===== config.mk =====
export PLATFORM = sky130hd
export DESIGN_NAME = slk_suspend_lock
export DESIGN_NICKNAME = d
export VERILOG_FILES = /design/src/pkg/slk_pkg.sv /design/src/rtl/slk_suspend_lock.sv /design/src/rtl/slk_lock_bits.sv
export SDC_FILE = /design/constraint.sdc
export NUM_CORES = 1
export LEC_CHECK = 0
export BUFFER_PORTS_ARGS = -buffer_cell sky130_fd_sc_hd__buf_4
export CAP_MARGIN = 20
export CELL_PAD_IN_SITES_DETAIL_PLACEMENT = 1
export CELL_PAD_IN_SITES_GLOBAL_PLACEMENT = 2
export CORE_MARGIN = 2
export CORE_UTILIZATION = 34
export CTS_BUF_LIST = sky130_fd_sc_hd__clkbuf_4
export DETAILED_ROUTE_END_ITERATION = 8
export GPL_ROUTABILITY_DRIVEN = 0
export HOLD_SLACK_MARGIN = 0.12
export PLACE_DENSITY = 0.69
export SLEW_MARGIN = 20
export SYNTH_ARGS = -nofsm -noshare
export SYNTH_HDL_FRONTEND = slang
export SYNTH_SLANG_ARGS = --single-unit

===== constraint.sdc =====
create_clock -name sys_clk -period 5.98 [get_ports sys_clk]
set_clock_uncertainty 0.15 [all_clocks]
set_input_delay 1.196 -clock sys_clk [delete_from_list [all_inputs] [get_ports sys_clk]]
set_output_delay 1.196 -clock sys_clk [all_outputs]
set_load 0.005 [all_outputs]

===== src/pkg/slk_pkg.sv =====
// Constants, opcodes and carrier types for the suspend/resume and lock block.
// Assumes a 24-bit array address and one system clock.
package slk_pkg;

   localparam int ADDR_W = 24;

   localparam logic [7:0] OP_WRITE_ENABLE     = 8'h06;
   localparam logic [7:0] OP_RESUME           = 8'h7A;
   localparam logic [7:0] OP_PAGE_PROG        = 8'h02;
   localparam logic [7:0] OP_QUAD_PROG        = 8'h32;
   localparam logic [7:0] OP_SECTOR_ERASE     = 8'h20;
   localparam logic [7:0] OP_BLOCK_ERASE      = 8'hD8;
   localparam logic [7:0] OP_NO_OPERATION     = 8'h00;
   localparam logic [7:0] OP_RESET_ARM        = 8'h66;
   localparam logic [7:0] OP_SINGLE_LOCK      = 8'h36;
   localparam logic [7:0] OP_SINGLE_UNLOCK    = 8'h39;
   localparam logic [7:0] OP_LOCK_STATUS_READ = 8'h3D;
   localparam logic [7:0] OP_GLOBAL_LOCK      = 8'h7E;
   localparam logic [7:0] OP_GLOBAL_UNLOCK    = 8'h98;

   // Opcode byte plus three address bytes
   localparam logic [2:0] CMD_ONE_BYTE  = 3'h1;
   localparam logic [2:0] CMD_ADDR_LEN  = 3'h4;
   localparam logic [2:0] BYTE_CNT_MAX  = 3'h7;
   localparam logic [2:0] SPI_STEP      = 3'h1;
   localparam logic [2:0] QPI_STEP      = 3'h4;
   localparam logic [3:0] SPI_OE        = 4'h2;
   localparam logic [3:0] QPI_OE        = 4'hF;

   localparam int BLOCK_LSB  = 16;
   localparam int SECTOR_LSB = 12;
   localparam int SECTORS_PER_BLOCK = 16;
   localparam logic LOCK_RESET = 1'b1;

   localparam int STAT_IN_PROGRESS = 0;
   localparam int STAT_WRITE_LATCH = 1;
   localparam int STAT_PROG_SUSP   = 10;
   localparam int STAT_ERASE_SUSP  = 15;

   typedef enum logic [1:0] {
      OPK_PROG   = 2'h0,
      OPK_SECTOR = 2'h1,
      OPK_BLOCK  = 2'h2
   } slk_kind_type;

   // Gray codes along idle, busy, suspended, nested program
   typedef enum logic [1:0] {
      ST_IDLE = 2'h0,
      ST_BUSY = 2'h1,
      ST_SUSP = 2'h3,
      ST_NEST = 2'h2
   } slk_state_type;

   typedef struct packed {
      logic              start;
      logic              resume;
      logic              suspend;
      slk_kind_type      kind;
      logic [ADDR_W-1:0] addr;
   } slk_op_type;

endpackage


===== src/rtl/slk_suspend_lock.sv =====
// Serial command handling for erase-suspend programming, resume and
// individual block locking inside a serial NOR flash.
// Assumes cs_n, sclk and io_in synchronous to a much faster sys_clk; the
// array engine and suspend decode talk through op_cmd, op_done, suspend_req.
// What this block does
// - In erase suspend, program unprotected units outside the suspended unit.
// - A program nested in erase suspend cannot suspend; resume is refused until it ends.
// - Nested program holds write latch and in-progress at 1, clears on finish.
// - Erase suspend shows in status bit 15, program suspend in bit 10.
// - Resume restarts the suspended program or erase.
// - On resume set write latch and in-progress, clear the suspend flag.
// - After resume the operation runs until done or suspended again.
// - No-operation only cancels a pending reset arm.
// - Lock bits protect only when scheme select is 1, else range bits.
// - Lock bits are volatile and all 1 after reset.
// - Lock command 36h plus 3-byte address locks one block or sector.
// - Lock and unlock commands execute only after write enable.
// - Lock and unlock execute only if select rises on a byte boundary.
// - Unlock command 39h plus 3-byte address unlocks one block or sector.
// - Lock read 3Dh plus address returns the lock bit in first byte.
// - Lock status 1 means read only, 0 means writable.
// - Lock read and global commands accepted in single and quad form.
// - Opcode 7Eh alone sets every lock bit.
// - Opcode 98h alone clears every lock bit.
// - Suspend flag is 1 while suspended, 0 once resumed.
`timescale 1ns/1ns
`default_nettype none
module slk_suspend_lock #(
   parameter int BLOCKS = 64
) (
   input  wire logic               sys_clk,
   input  wire logic               rstn,
   input  wire logic               cs_n,
   input  wire logic               sclk,
   input  wire logic [3:0]         io_in,
   output logic [3:0]              io_out,
   output logic [3:0]              io_oe,
   input  wire logic               qpi_mode,
   input  wire logic               protect_scheme_select,
   input  wire logic               bp_region_protected,
   input  wire logic               suspend_req,
   input  wire logic               op_done,
   output slk_pkg::slk_op_type     op_cmd,
   output logic                    write_latch_flag,
   output logic                    in_progress_flag,
   output logic                    erase_suspended_flag,
   output logic                    program_suspended_flag,
   output logic                    suspended_flag,
   output logic                    reset_armed,
   output logic [15:0]             status_word
);
   localparam int AW = slk_pkg::ADDR_W;
   logic                    sclk_d_r, cs_n_d_r;
   logic [7:0]              shift_r;
   logic [7:0]              shift_nxt;
   logic [2:0]              bit_cnt_r;
   logic [2:0]              bit_nxt;
   logic [2:0]              byte_cnt_r;
   logic [7:0]              opcode_r;
   logic [AW-1:0]           addr_r;
   logic [7:0]              out_sh_r;
   logic [7:0]              out_sh_nxt;
   logic [3:0]              io_out_r;
   logic [3:0]              io_oe_r;
   slk_pkg::slk_state_type  state_r;
   slk_pkg::slk_kind_type   cur_kind_r;
   logic [AW-1:0]           cur_addr_r;
   slk_pkg::slk_kind_type   sus_kind_r;
   logic [AW-1:0]           sus_addr_r;
   slk_pkg::slk_op_type     op_r;
   logic                    wel_r, wip_r, esus_r, psus_r, sus_r, arm_r;
   logic                    unit_locked;
   function automatic logic same_unit(
      input slk_pkg::slk_kind_type k,
      input logic [AW-1:0]         a,
      input logic [AW-1:0]         b);
      if (k == slk_pkg::OPK_BLOCK) begin
         return a[AW-1:slk_pkg::BLOCK_LSB] == b[AW-1:slk_pkg::BLOCK_LSB];
      end
      return a[AW-1:slk_pkg::SECTOR_LSB] == b[AW-1:slk_pkg::SECTOR_LSB];
   endfunction
   // Only program or erase opcodes reach this decode
   function automatic slk_pkg::slk_kind_type kind_of(input logic [7:0] op);
      case (op)
         slk_pkg::OP_BLOCK_ERASE:  return slk_pkg::OPK_BLOCK;
         slk_pkg::OP_SECTOR_ERASE: return slk_pkg::OPK_SECTOR;
         default:                  return slk_pkg::OPK_PROG;
      endcase
   endfunction
   wire sclk_rise = !cs_n && sclk && !sclk_d_r;
   wire sclk_fall = !cs_n && !sclk && sclk_d_r;
   wire cs_rise   = cs_n && !cs_n_d_r;
   wire [2:0] step = qpi_mode ? slk_pkg::QPI_STEP : slk_pkg::SPI_STEP;
   wire byte_done = sclk_rise && (bit_nxt == 3'h0);
   assign bit_nxt = bit_cnt_r + step;
   // Quad takes a nibble per rise, single line only io_in[0]
   assign shift_nxt = qpi_mode ? {shift_r[3:0], io_in}
                               : {shift_r[6:0], io_in[0]};
   // Command decode at the rising edge of chip select
   wire aligned   = (bit_cnt_r == 3'h0);
   wire one_byte  = aligned && (byte_cnt_r == slk_pkg::CMD_ONE_BYTE);
   wire addr_only = aligned && (byte_cnt_r == slk_pkg::CMD_ADDR_LEN);
   wire with_data = aligned && (byte_cnt_r > slk_pkg::CMD_ADDR_LEN);
   wire is_prog   = (opcode_r == slk_pkg::OP_PAGE_PROG) ||
                    (opcode_r == slk_pkg::OP_QUAD_PROG);
   wire is_erase  = (opcode_r == slk_pkg::OP_SECTOR_ERASE) ||
                    (opcode_r == slk_pkg::OP_BLOCK_ERASE);
   wire ready     = (state_r == slk_pkg::ST_IDLE) ||
                    (state_r == slk_pkg::ST_SUSP);
   wire cmd1      = cs_rise && one_byte;
   wire cmd4      = cs_rise && addr_only;
   wire exec_write_enable_cmd = cmd1 && (opcode_r == slk_pkg::OP_WRITE_ENABLE);
   wire exec_res  = cmd1 && (opcode_r == slk_pkg::OP_RESUME);
   wire exec_glk  = cmd1 && (opcode_r == slk_pkg::OP_GLOBAL_LOCK);
   wire exec_gulk = cmd1 && (opcode_r == slk_pkg::OP_GLOBAL_UNLOCK);
   wire exec_lk   = cmd4 && (opcode_r == slk_pkg::OP_SINGLE_LOCK);
   wire exec_ulk  = cmd4 && (opcode_r == slk_pkg::OP_SINGLE_UNLOCK);
   wire exec_prog = cs_rise && with_data && is_prog;
   wire exec_ers  = cmd4 && is_erase;
   wire any_cmd   = cs_rise && (byte_cnt_r != 3'h0);
   wire lock_ok   = ready && wel_r;
   wire protected_unit = protect_scheme_select ?
                         unit_locked : bp_region_protected;
   wire start_ok  = (state_r == slk_pkg::ST_IDLE) && wel_r &&
                    !protected_unit && (exec_prog || exec_ers);
   wire nest_ok   = (state_r == slk_pkg::ST_SUSP) && esus_r && wel_r &&
                    exec_prog && !protected_unit &&
                    !same_unit(sus_kind_r, sus_addr_r, addr_r);
   // A nested program blocks resume until it completes
   wire resume_ok = (state_r == slk_pkg::ST_SUSP) && exec_res;
   wire busy_end  = ((state_r == slk_pkg::ST_BUSY) ||
                     (state_r == slk_pkg::ST_NEST)) && op_done;
   // Nested program ignores suspend requests
   wire do_susp   = (state_r == slk_pkg::ST_BUSY) && suspend_req &&
                    !op_done;
   wire consume   = ready && wel_r && (exec_prog || exec_ers || exec_lk ||
                    exec_ulk || exec_glk || exec_gulk);
   slk_lock_bits #(
      .BLOCKS (BLOCKS)
   ) u_lock_bits (
      .sys_clk     (sys_clk),
      .rstn        (rstn),
      .lock_one    (exec_lk && lock_ok),
      .unlock_one  (exec_ulk && lock_ok),
      .lock_all    (exec_glk && lock_ok),
      .unlock_all  (exec_gulk && lock_ok),
      .unit_addr   (addr_r),
      .unit_locked (unit_locked)
   );
   always_ff @(posedge sys_clk or negedge rstn) begin
      if (!rstn) begin
         sclk_d_r <= 1'b0;
         cs_n_d_r <= 1'b1;
      end else begin
         sclk_d_r <= sclk;
         cs_n_d_r <= cs_n;
      end
   end
   // Deserialiser: opcode byte, then three address bytes
   always_ff @(posedge sys_clk or negedge rstn) begin
      if (!rstn) begin
         shift_r    <= 8'h00;
         bit_cnt_r  <= 3'h0;
         byte_cnt_r <= 3'h0;
         opcode_r   <= 8'h00;
         addr_r     <= '0;
      end else if (cs_n) begin
         bit_cnt_r  <= 3'h0;
         byte_cnt_r <= 3'h0;
      end else if (sclk_rise) begin
         shift_r   <= shift_nxt;
         bit_cnt_r <= bit_nxt;
         if (byte_done) begin
            if (byte_cnt_r != slk_pkg::BYTE_CNT_MAX) begin
               byte_cnt_r <= byte_cnt_r + 3'h1;
            end
            if (byte_cnt_r == 3'h0) begin
               opcode_r <= shift_nxt;
            end else if (byte_cnt_r < slk_pkg::CMD_ADDR_LEN) begin
               addr_r <= {addr_r[AW-9:0], shift_nxt};
            end
         end
      end
   end
   // Lock status byte out on falling edges, repeated per byte
   assign out_sh_nxt = (bit_cnt_r == 3'h0) ? {7'h00, unit_locked}
                     : qpi_mode ? {out_sh_r[3:0], 4'h0}
                     : {out_sh_r[6:0], 1'b0};
   always_ff @(posedge sys_clk or negedge rstn) begin
      if (!rstn) begin
         out_sh_r <= 8'h00;
         io_out_r <= 4'h0;
         io_oe_r  <= 4'h0;
      end else if (cs_n) begin
         io_out_r <= 4'h0;
         io_oe_r  <= 4'h0;
      end else if (sclk_fall && ready &&
                   (opcode_r == slk_pkg::OP_LOCK_STATUS_READ) &&
                   (byte_cnt_r >= slk_pkg::CMD_ADDR_LEN)) begin
         out_sh_r <= out_sh_nxt;
         io_out_r <= qpi_mode ? out_sh_nxt[7:4]
                              : {2'b00, out_sh_nxt[7], 1'b0};
         io_oe_r  <= qpi_mode ? slk_pkg::QPI_OE : slk_pkg::SPI_OE;
      end
   end
   // Operation sequencing and the suspended program or erase context
   always_ff @(posedge sys_clk or negedge rstn) begin
      if (!rstn) begin
         state_r    <= slk_pkg::ST_IDLE;
         cur_kind_r <= slk_pkg::OPK_PROG;
         cur_addr_r <= '0;
         sus_kind_r <= slk_pkg::OPK_PROG;
         sus_addr_r <= '0;
      end else begin
         case (state_r)
            slk_pkg::ST_IDLE: begin
               if (start_ok) begin
                  state_r    <= slk_pkg::ST_BUSY;
                  cur_addr_r <= addr_r;
                  cur_kind_r <= kind_of(opcode_r);
               end
            end
            slk_pkg::ST_BUSY: begin
               if (op_done) begin
                  state_r <= slk_pkg::ST_IDLE;
               end else if (do_susp) begin
                  state_r    <= slk_pkg::ST_SUSP;
                  sus_kind_r <= cur_kind_r;
                  sus_addr_r <= cur_addr_r;
               end
            end
            slk_pkg::ST_SUSP: begin
               if (resume_ok) begin
                  state_r    <= slk_pkg::ST_BUSY;
                  cur_kind_r <= sus_kind_r;
                  cur_addr_r <= sus_addr_r;
               end else if (nest_ok) begin
                  state_r    <= slk_pkg::ST_NEST;
                  cur_kind_r <= slk_pkg::OPK_PROG;
                  cur_addr_r <= addr_r;
               end
            end
            slk_pkg::ST_NEST: begin
               if (op_done) begin
                  state_r    <= slk_pkg::ST_SUSP;
               end
            end
            default: begin
               state_r <= slk_pkg::ST_IDLE;
            end
         endcase
      end
   end
   // Requests to the array engine, one-cycle pulses with the target
   always_ff @(posedge sys_clk or negedge rstn) begin
      if (!rstn) begin
         op_r <= '0;
      end else begin
         op_r.start   <= start_ok || nest_ok;
         op_r.resume  <= resume_ok;
         op_r.suspend <= do_susp;
         if (start_ok || nest_ok) begin
            op_r.addr <= addr_r;
            op_r.kind <= kind_of(opcode_r);
         end else if (resume_ok) begin
            op_r.addr <= sus_addr_r;
            op_r.kind <= sus_kind_r;
         end
      end
   end
   // Write latch: an accepted program or erase keeps it set until done or suspended
   always_ff @(posedge sys_clk or negedge rstn) begin
      if (!rstn) begin
         wel_r <= 1'b0;
      end else if (resume_ok) begin
         wel_r <= 1'b1;
      end else if (exec_write_enable_cmd && ready) begin
         wel_r <= 1'b1;
      end else if (busy_end || do_susp) begin
         wel_r <= 1'b0;
      end else if (consume && !start_ok && !nest_ok) begin
         wel_r <= 1'b0;
      end
   end
   always_ff @(posedge sys_clk or negedge rstn) begin
      if (!rstn) begin
         wip_r <= 1'b0;
      end else if (start_ok || nest_ok || resume_ok) begin
         wip_r <= 1'b1;
      end else if (busy_end || do_susp) begin
         wip_r <= 1'b0;
      end
   end
   // Suspend flags; suspend only comes from busy, resume only from suspend
   always_ff @(posedge sys_clk or negedge rstn) begin
      if (!rstn) begin
         esus_r <= 1'b0;
         psus_r <= 1'b0;
         sus_r  <= 1'b0;
      end else if (do_susp) begin
         esus_r <= (cur_kind_r != slk_pkg::OPK_PROG);
         psus_r <= (cur_kind_r == slk_pkg::OPK_PROG);
         sus_r  <= 1'b1;
      end else if (resume_ok) begin
         esus_r <= 1'b0;
         psus_r <= 1'b0;
         sus_r  <= 1'b0;
      end
   end
   // Any other complete command also disarms reset
   always_ff @(posedge sys_clk or negedge rstn) begin
      if (!rstn) begin
         arm_r <= 1'b0;
      end else if (any_cmd) begin
         arm_r <= one_byte && (opcode_r == slk_pkg::OP_RESET_ARM);
      end
   end
   always_comb begin
      status_word = 16'h0000;
      status_word[slk_pkg::STAT_IN_PROGRESS] = wip_r;
      status_word[slk_pkg::STAT_WRITE_LATCH] = wel_r;
      status_word[slk_pkg::STAT_PROG_SUSP]   = psus_r;
      status_word[slk_pkg::STAT_ERASE_SUSP]  = esus_r;
   end
   assign io_out                 = io_out_r;
   assign io_oe                  = io_oe_r;
   assign op_cmd                 = op_r;
   assign write_latch_flag       = wel_r;
   assign in_progress_flag       = wip_r;
   assign erase_suspended_flag   = esus_r;
   assign program_suspended_flag = psus_r;
   assign suspended_flag         = sus_r;
   assign reset_armed            = arm_r;
endmodule
`default_nettype wire


===== src/rtl/slk_lock_bits.sv =====
// Volatile lock bits: one per 64 KB block, one per 4 KB sector in the
// lowest and highest block. Assumes one clock and a 24-bit address.
`timescale 1ns/1ns
`default_nettype none
module slk_lock_bits #(
   parameter int BLOCKS = 64
) (
   input  wire logic                        sys_clk,
   input  wire logic                        rstn,
   input  wire logic                        lock_one,
   input  wire logic                        unlock_one,
   input  wire logic                        lock_all,
   input  wire logic                        unlock_all,
   input  wire logic [slk_pkg::ADDR_W-1:0]  unit_addr,
   output logic                             unit_locked
);
   localparam int BLK_W = $clog2(BLOCKS);
   localparam int SEC_W = $clog2(slk_pkg::SECTORS_PER_BLOCK);
   localparam int SEC_N = 2 * slk_pkg::SECTORS_PER_BLOCK;

   if (BLOCKS < 2 || (1 << BLK_W) != BLOCKS ||
       BLK_W + slk_pkg::BLOCK_LSB > slk_pkg::ADDR_W) begin : g_bad
      $error("BLOCKS must be a power of two that fits the address");
   end

   logic [BLOCKS-1:0] blk_r;
   logic [SEC_N-1:0]  sec_r;

   function automatic logic [BLK_W-1:0] blk_of(
      input logic [slk_pkg::ADDR_W-1:0] a);
      return a[slk_pkg::BLOCK_LSB +: BLK_W];
   endfunction

   // Only the two end blocks are split into sectors
   function automatic logic in_sector_zone(
      input logic [slk_pkg::ADDR_W-1:0] a);
      return (blk_of(a) == '0) || (blk_of(a) == '1);
   endfunction

   function automatic logic [SEC_W:0] sec_of(
      input logic [slk_pkg::ADDR_W-1:0] a);
      return {blk_of(a) == '1, a[slk_pkg::SECTOR_LSB +: SEC_W]};
   endfunction

   always_comb begin
      if (in_sector_zone(unit_addr)) begin
         unit_locked = sec_r[sec_of(unit_addr)];
      end else begin
         unit_locked = blk_r[blk_of(unit_addr)];
      end
   end

   always_ff @(posedge sys_clk or negedge rstn) begin
      if (!rstn) begin
         blk_r <= {BLOCKS{slk_pkg::LOCK_RESET}};
         sec_r <= {SEC_N{slk_pkg::LOCK_RESET}};
      end else if (lock_all) begin
         blk_r <= '1;
         sec_r <= '1;
      end else if (unlock_all) begin
         blk_r <= '0;
         sec_r <= '0;
      end else if (lock_one || unlock_one) begin
         if (in_sector_zone(unit_addr)) begin
            sec_r[sec_of(unit_addr)] <= lock_one;
         end else begin
            blk_r[blk_of(unit_addr)] <= lock_one;
         end
      end
   end
endmodule
`default_nettype wire


**Yosys cells after proc, flatten, opt, wreduce, memory -nomap -nowiden**

Cells that the tools add are included.

- Output and inout port bits: 59
- Word-level logic and storage cells: 234
- Input port bits: 13
- Bits in registers: 247

- Eq/ne operators: 27
- Reductions and logical operators: 100
- Add/sub/neg operators: 2
- Muxes and demuxes: 67
- Order comparisons: 7
- Bitwise logic cells: 3

Operators with widths:

| cell | count |
|---|---|
| 64-bit two-way mux | 4 |
| 32-bit two-way mux | 4 |
| 24-bit two-way mux | 3 |
| 64-bit bitwise mux | 1 |
| 26-bit two-way mux | 2 |
| 1-bit logical AND | 48 |
| 24-bit one-hot mux with 2 select lines | 1 |
| 8-bit by 6-bit == test with 1-bit output (second input constant) | 5 |
| 32-bit bitwise mux | 1 |
| 8-bit by 7-bit == test with 1-bit output (second input constant) | 3 |
| 4-bit two-way mux | 6 |
| 8-bit two-way mux | 3 |
| 3-bit two-way mux | 7 |
| 1-bit two-way mux | 19 |
| 2-bit two-way mux | 9 |
| 2-bit nonzero test | 9 |
| 8-bit == test (second input constant) | 2 |
| 1-bit logical OR | 14 |
| 12-bit == test | 1 |
| 1-bit logical NOT | 9 |
| 3-bit logical NOT | 3 |
| 3-bit != test (second input constant) | 3 |
| 3-bit AND reduction | 3 |
| 3-bit nonzero test | 3 |
| other kinds (32) | 43 |

**Depth between registers and ports, before layout**

- Depth in word-level cells: 16
- Depth in mapped cells: 13

**Modules after synthesis**

A second synthesis with hierarchy kept.

- Cell total of the unflattened synthesis: 1,293
- Area, all modules: 12,991.2 um2

Modules (own cells, without submodules):

| module | area an instance (um2) | times used | seq. area each (um2) | cells each |
|---|---|---|---|---|
| slk_suspend_lock | 7,090.6 | 1 | 3,729.8 | 716 |
| slk_lock_bits | 5,900.7 | 1 | 2,522.4 | 577 |

**Least setup slack after synthesis**

Ideal clock, no wire load.

- Path type: input-to-reg
- From: in qpi_mode
- To: reg addr_r[0]
- Library setup time: 0.125 ns
- Buffers on the path: 4
- Data required time: 5.705 ns
- Cell stages on the path: 12
- Data arrival time: 3.957 ns
- Path slack: 1.748 ns
- Cells stage by stage: clkbuf_1 > buf_1 > inv_1 > ha_1 > ha_1 > xnor2_1 > xor2_1 > nand3_1 > or4_1 > clkbuf_1 > buf_1 > mux2_2

- Word-level cells in the longest chain between the ends: 5

Ends and longest elaborated chain:

| what | RTL line | source |
|---|---|---|
| start: declaration | slk_suspend_lock.sv:38 | `input wire logic qpi_mode,` |
| 3-bit two-way mux | slk_suspend_lock.sv:93 | `wire [2:0] step = qpi_mode ? slk_pkg::QPI_STEP : slk_pkg::SPI_STEP;` |
| 3-bit adder | slk_suspend_lock.sv:95 | `assign bit_nxt = bit_cnt_r + step;` |
| 3-bit logical NOT | slk_suspend_lock.sv:94 | `wire byte_done = sclk_rise && (bit_nxt == 3'h0);` |
| 1-bit logical AND | slk_suspend_lock.sv:94 |  |
| 5-bit AND reduction (no source line) | n/a |  |
| end signal: assignment | slk_suspend_lock.sv:180 | `addr_r <= {addr_r[AW-9:0], shift_nxt};` |
| end: declaration | slk_suspend_lock.sv:60 | `logic [AW-1:0] addr_r;` |

Every way passes these cells.
A chain may end at the register's enable or synchronous reset.

**Worst setup path after layout**

- From: reg addr_r[16]
- To: reg cur_kind_r[1]

- Word-level cells in the longest chain between the ends: 10
- Elaborated cells on any way between the ends: 22
- Those cells by class: 5 x eq/ne; 8 x mux; 9 x reduce/logical

Ends and longest elaborated chain:

| what | RTL line | source |
|---|---|---|
| 6-bit == test | slk_lock_bits.sv:37, slk_lock_bits.sv:42 |  |
| 1-bit binary-select mux with 5-bit select | slk_lock_bits.sv:47 | `unit_locked = sec_r[sec_of(unit_addr)];` |
| 1-bit two-way mux (implied by the code) | slk_lock_bits.sv:47 |  |
| 1-bit two-way mux | slk_lock_bits.sv:46 | `if (in_sector_zone(unit_addr)) begin` |
| 1-bit two-way mux | slk_suspend_lock.sv:122 | `wire protected_unit = protect_scheme_select ?` |
| 1-bit logical NOT | slk_suspend_lock.sv:125, slk_suspend_lock.sv:127 |  |
| 1-bit logical AND, on equally long branches | slk_suspend_lock.sv:127, slk_suspend_lock.sv:124 |  |
| 1-bit logical AND, on equally long branches | slk_suspend_lock.sv:127, slk_suspend_lock.sv:125 |  |
| 3-bit != test (no source line) or 2-bit != test (tied branches) | n/a |  |
| 3-bit AND reduction (no source line) (*) | n/a |  |
| end signal: assignment | slk_suspend_lock.sv:210 | `cur_kind_r <= slk_pkg::OPK_PROG;` |
| end signal: assignment | slk_suspend_lock.sv:220 | `cur_kind_r <= kind_of(opcode_r);` |
| end signal: assignment | slk_suspend_lock.sv:235 | `cur_kind_r <= sus_kind_r;` |
| end: declaration | slk_suspend_lock.sv:66 | `slk_pkg::slk_kind_type cur_kind_r;` |

Every way passes the cells marked *; elsewhere a longest branch is shown, timed or not. The select of a mux whose other input is x is not followed.

==> qor.yml <==
dieArea_mm2: 0.0382
required_ns: 6.41
die_width_um: 195
yosys.area.top_type: "dfrtp_1"
rsz0062_at_grt: "false"
cts.path.max_buffers: 3
hold_slack_ns: 0.311
io_pins: 72
cts_setup_buffers: 0
maxSlewHeadroom_pct: 35.8
async_flop_share_pct: 100
critPathTopFamily: "multiplexers"
ys_seq_elements: 245
grt_pass1_vias: 10400
rows: 70
cts.sinks: 245
synth_top_area_share_pct: 29.7
fp.coreArea_mm2: 0.0363
slew_viol_final: 0
postRouteAntennaNets: 0
grt_remaining_overflow: 0
fin_util_pct: 38.9
final_nets: 1257
vdd_drop_max_uv: 121
antenna_found_initial: 1
fmax_ghz: 0.232
ys_types: 68
post-place-ws_ns: 1.32
design_area_mm2: 0.0142
max_cap_viol_count: 0
clkSlewWorstSetupHoldPaths_ns: 0.07
yosysSeqAreaShare_pct: 50.2
postCtsHoldBufs: 0
dr_wl_met3_mm: 1.31
layout_setup_ws_ns: 1.67
hold_violations: 0
synth_top_family_by_area: "compound AO/OA/AOI/OAI gates"
drt_iter0_markers: 563
start_kind: "flop"
dpl_cell_area_mm2: 0.0132
grt_pass1_wl_mm: 58.4
path_cells: "buf_4 > mux4_2 > o22ai_1 > nor3_1 > nor3_1 > and4bb_2 > o211ai_4 > a221oi_4 > buf_4 > mux2_2"
post-dp-hpwl_mm: 21.9
netlist_instances: 1180
firstDrtPassIters: 4
cts_max_level: 3
worst-path-buf-inv: 2
synth_flop_cell: "dfrtp_1"
cp-end-kind: "flop"
setup_viol: 0
grt_max_degree: 109
cts_resized: 0
p_total_mw: 3.56
arrival_ns: 4.74
syn_area_mm2: 0.0125
fin_crit_sh_pct: 72.0
drive_gt1_share_pct: 31.3
synthTopCellsByArea: "dfrtp_1 (30%), dfstp_2 (20%), nand2_1 (5.5%)"
cts_root_buffer: "clkbuf_4"
r2r_cells: 10
crit_type: "flop to flop"
dp_cells: 1624
hp-class: "flop to flop"
worstMarginPinSlew_ns: 0.959
syn_avg_cell_area_um2: 10.6
wirelength_mm: 35.8
highest_layer: "met4"
slowest_delay_ns: 0.81
whs_path_depth: 2
worstSkewPairLatency_ns: 0.72
start_util_pct: 34.3
synth-xor-area-share_pct: 1.05
leakage_nw: 5.98
area_growth_pct: 13.5
critPathMaxFanout: 26
die_y_um: 195
cp_slowest_cell: "dfrtp_1"
drc: 0
finalSetupTns_ns: 0
yosys.area_share.adder_pct: 1.10
fillers: 4048
wl_met2_mm: 17.4
io_buffer_count: 59
wl_met1_mm: 16.4
path_depth: 10
routedWlPerCell_um: 20.4
cts-buffers-inserted: 74
track_usage_pct: 19.2
run_status: "complete, no violations"
synth-simple-area-share_pct: 13.1
viasPerCell: 5.48
synth_edf_count: 0
period_needed_ns: 4.31
stdcell_count: 1758
synthMuxAreaShare_pct: 12.4
vias: 9636
synth_compound_area_share_pct: 17.4
cts_tree: "yes"
p_per_area_mw_per_mm2: 252
yosys_warnings: 0
## per-layer routing
metal | vias to the layer above | GRT usage, %
li1 | 4509 | -
met1 | 4905 | 25.6
met5 | - | 0
met2 | 165 | 31.4
met3 | 57 | 3.85
met4 | 0 | 6.50
## cells in the final DEF (no fill, tap or decap), types with 14 or more instances in the layout
cell type | synthesis | routed
a21oi_1 | 16 | 16
nor2_1 | 68 | 68
a31oi_1 | 42 | 42
mux2_2 | 60 | 60
nand2_1 | 183 | 182
dfrtp_1 | 148 | 148
nand3_1 | 32 | 31
mux4_2 | 16 | 16
nor3_1 | 16 | 16
mux2_4 | 19 | 19
o311ai_0 | 62 | 62
inv_1 | 15 | 15
xnor2_1 | 14 | 14
o211ai_1 | 84 | 84
clkinv_1 | 1 | 16
clkbuf_4 | 0 | 110
mux2i_1 | 23 | 23
dfstp_2 | 97 | 97
o21ai_0 | 44 | 44
buf_4 | 19 | 76
## layout make-up
type                            count  area, um^2  share of cell area [%]
Clock inverter                     22         115                   0.813
Clock buffer                      110         826                    5.83
Timing Repair Buffer               79         633                    4.47
Sequential cell                   245        6250                    44.2
Inverter                           17        63.8                   0.451
Multi-Input combinational cell    816        5680                    40.1
Tap cell                          468         586                    4.14
Antenna cell                        1        2.50                  0.0177
## report_power, final
part | switching (mW) | total, mW | leakage, nW | internal [mW]
logic | 0.106 | 0.165 | 2.39 | 0.0591
registers | 0.0559 | 1.76 | 3.02 | 1.70
clock network | 0.759 | 1.64 | 0.564 | 0.884
total | 0.921 | 3.56 | 5.98 | 2.64
## cells in the mapped netlist, types with 3 or more instances
cell type,number
a211oi_1,4
a21o_1,3
a21oi_1,16
a221oi_1,3
a31oi_1,42
a41oi_1,3
and3_1,5
buf_1,16
buf_2,10
buf_4,19
buf_6,3
clkbuf_1,65
dfrtp_1,148
dfstp_2,97
ha_1,11
inv_1,15
mux2_2,60
mux2_4,19
mux2i_1,23
mux4_2,16
nand2_1,183
nand2b_1,8
nand3_1,32
nand3b_1,4
nand4_1,10
nor2_1,68
nor2b_1,11
nor3_1,16
o211ai_1,84
o21ai_0,44
o21bai_1,3
o22ai_1,4
o311ai_0,62
o31ai_1,5
or3_1,10
xnor2_1,14
## kinds of logic (layout without fill, tap and decap cells)
family / Yosys count / in the layout
mux: 118 / 118
xor+xnor: 15 / 15
simple gates: 363 / 363
flops: 245 / 245
buf+inv: 130 / 228
other cells: 1 / 13
fa+ha+maj: 11 / 11
compound gates: 297 / 297
## sequential cells by signal, indices dropped and copies added (netlist names), 3 cells and up
register and cells:
u_lock_bits.blk_r 64, u_lock_bits.sec_r 32, op_cmd 29, addr_r 24, cur_addr_r 24, sus_addr_r 24, opcode_r 8, out_sh_r 7
shift_r 7, io_out 4, bit_cnt_r 3, byte_cnt_r 3
## worst paths after layout
check | endpoint | slack (ns) | start
hold / removal | u_lock_bits.blk_r[0] | 0.31 | u_lock_bits.blk_r[0]
hold reg to reg | u_lock_bits.blk_r[0] | 0.31 | u_lock_bits.blk_r[0]
setup reg to reg | cur_kind_r[1] | 1.67 | addr_r[16]
max in group asynchronous | u_lock_bits.sec_r[28] | 4.22 | rstn
setup / recovery | cur_kind_r[1] | 1.67 | addr_r[16]
min in group asynchronous | bit_cnt_r[0] | 0.35 | rstn
## worst register-to-register path, cell delays in order (launching register included)
cell      delay (ns)
dfrtp_1         0.81
buf_4           0.34
mux4_2          0.53
o22ai_1         0.16
nor3_1          0.08
nor3_1          0.32
and4bb_2        0.44
o211ai_4        0.14
a221oi_4        0.31
buf_4           0.49
mux2_2          0.40
Power figures use the tool's default switching activity.
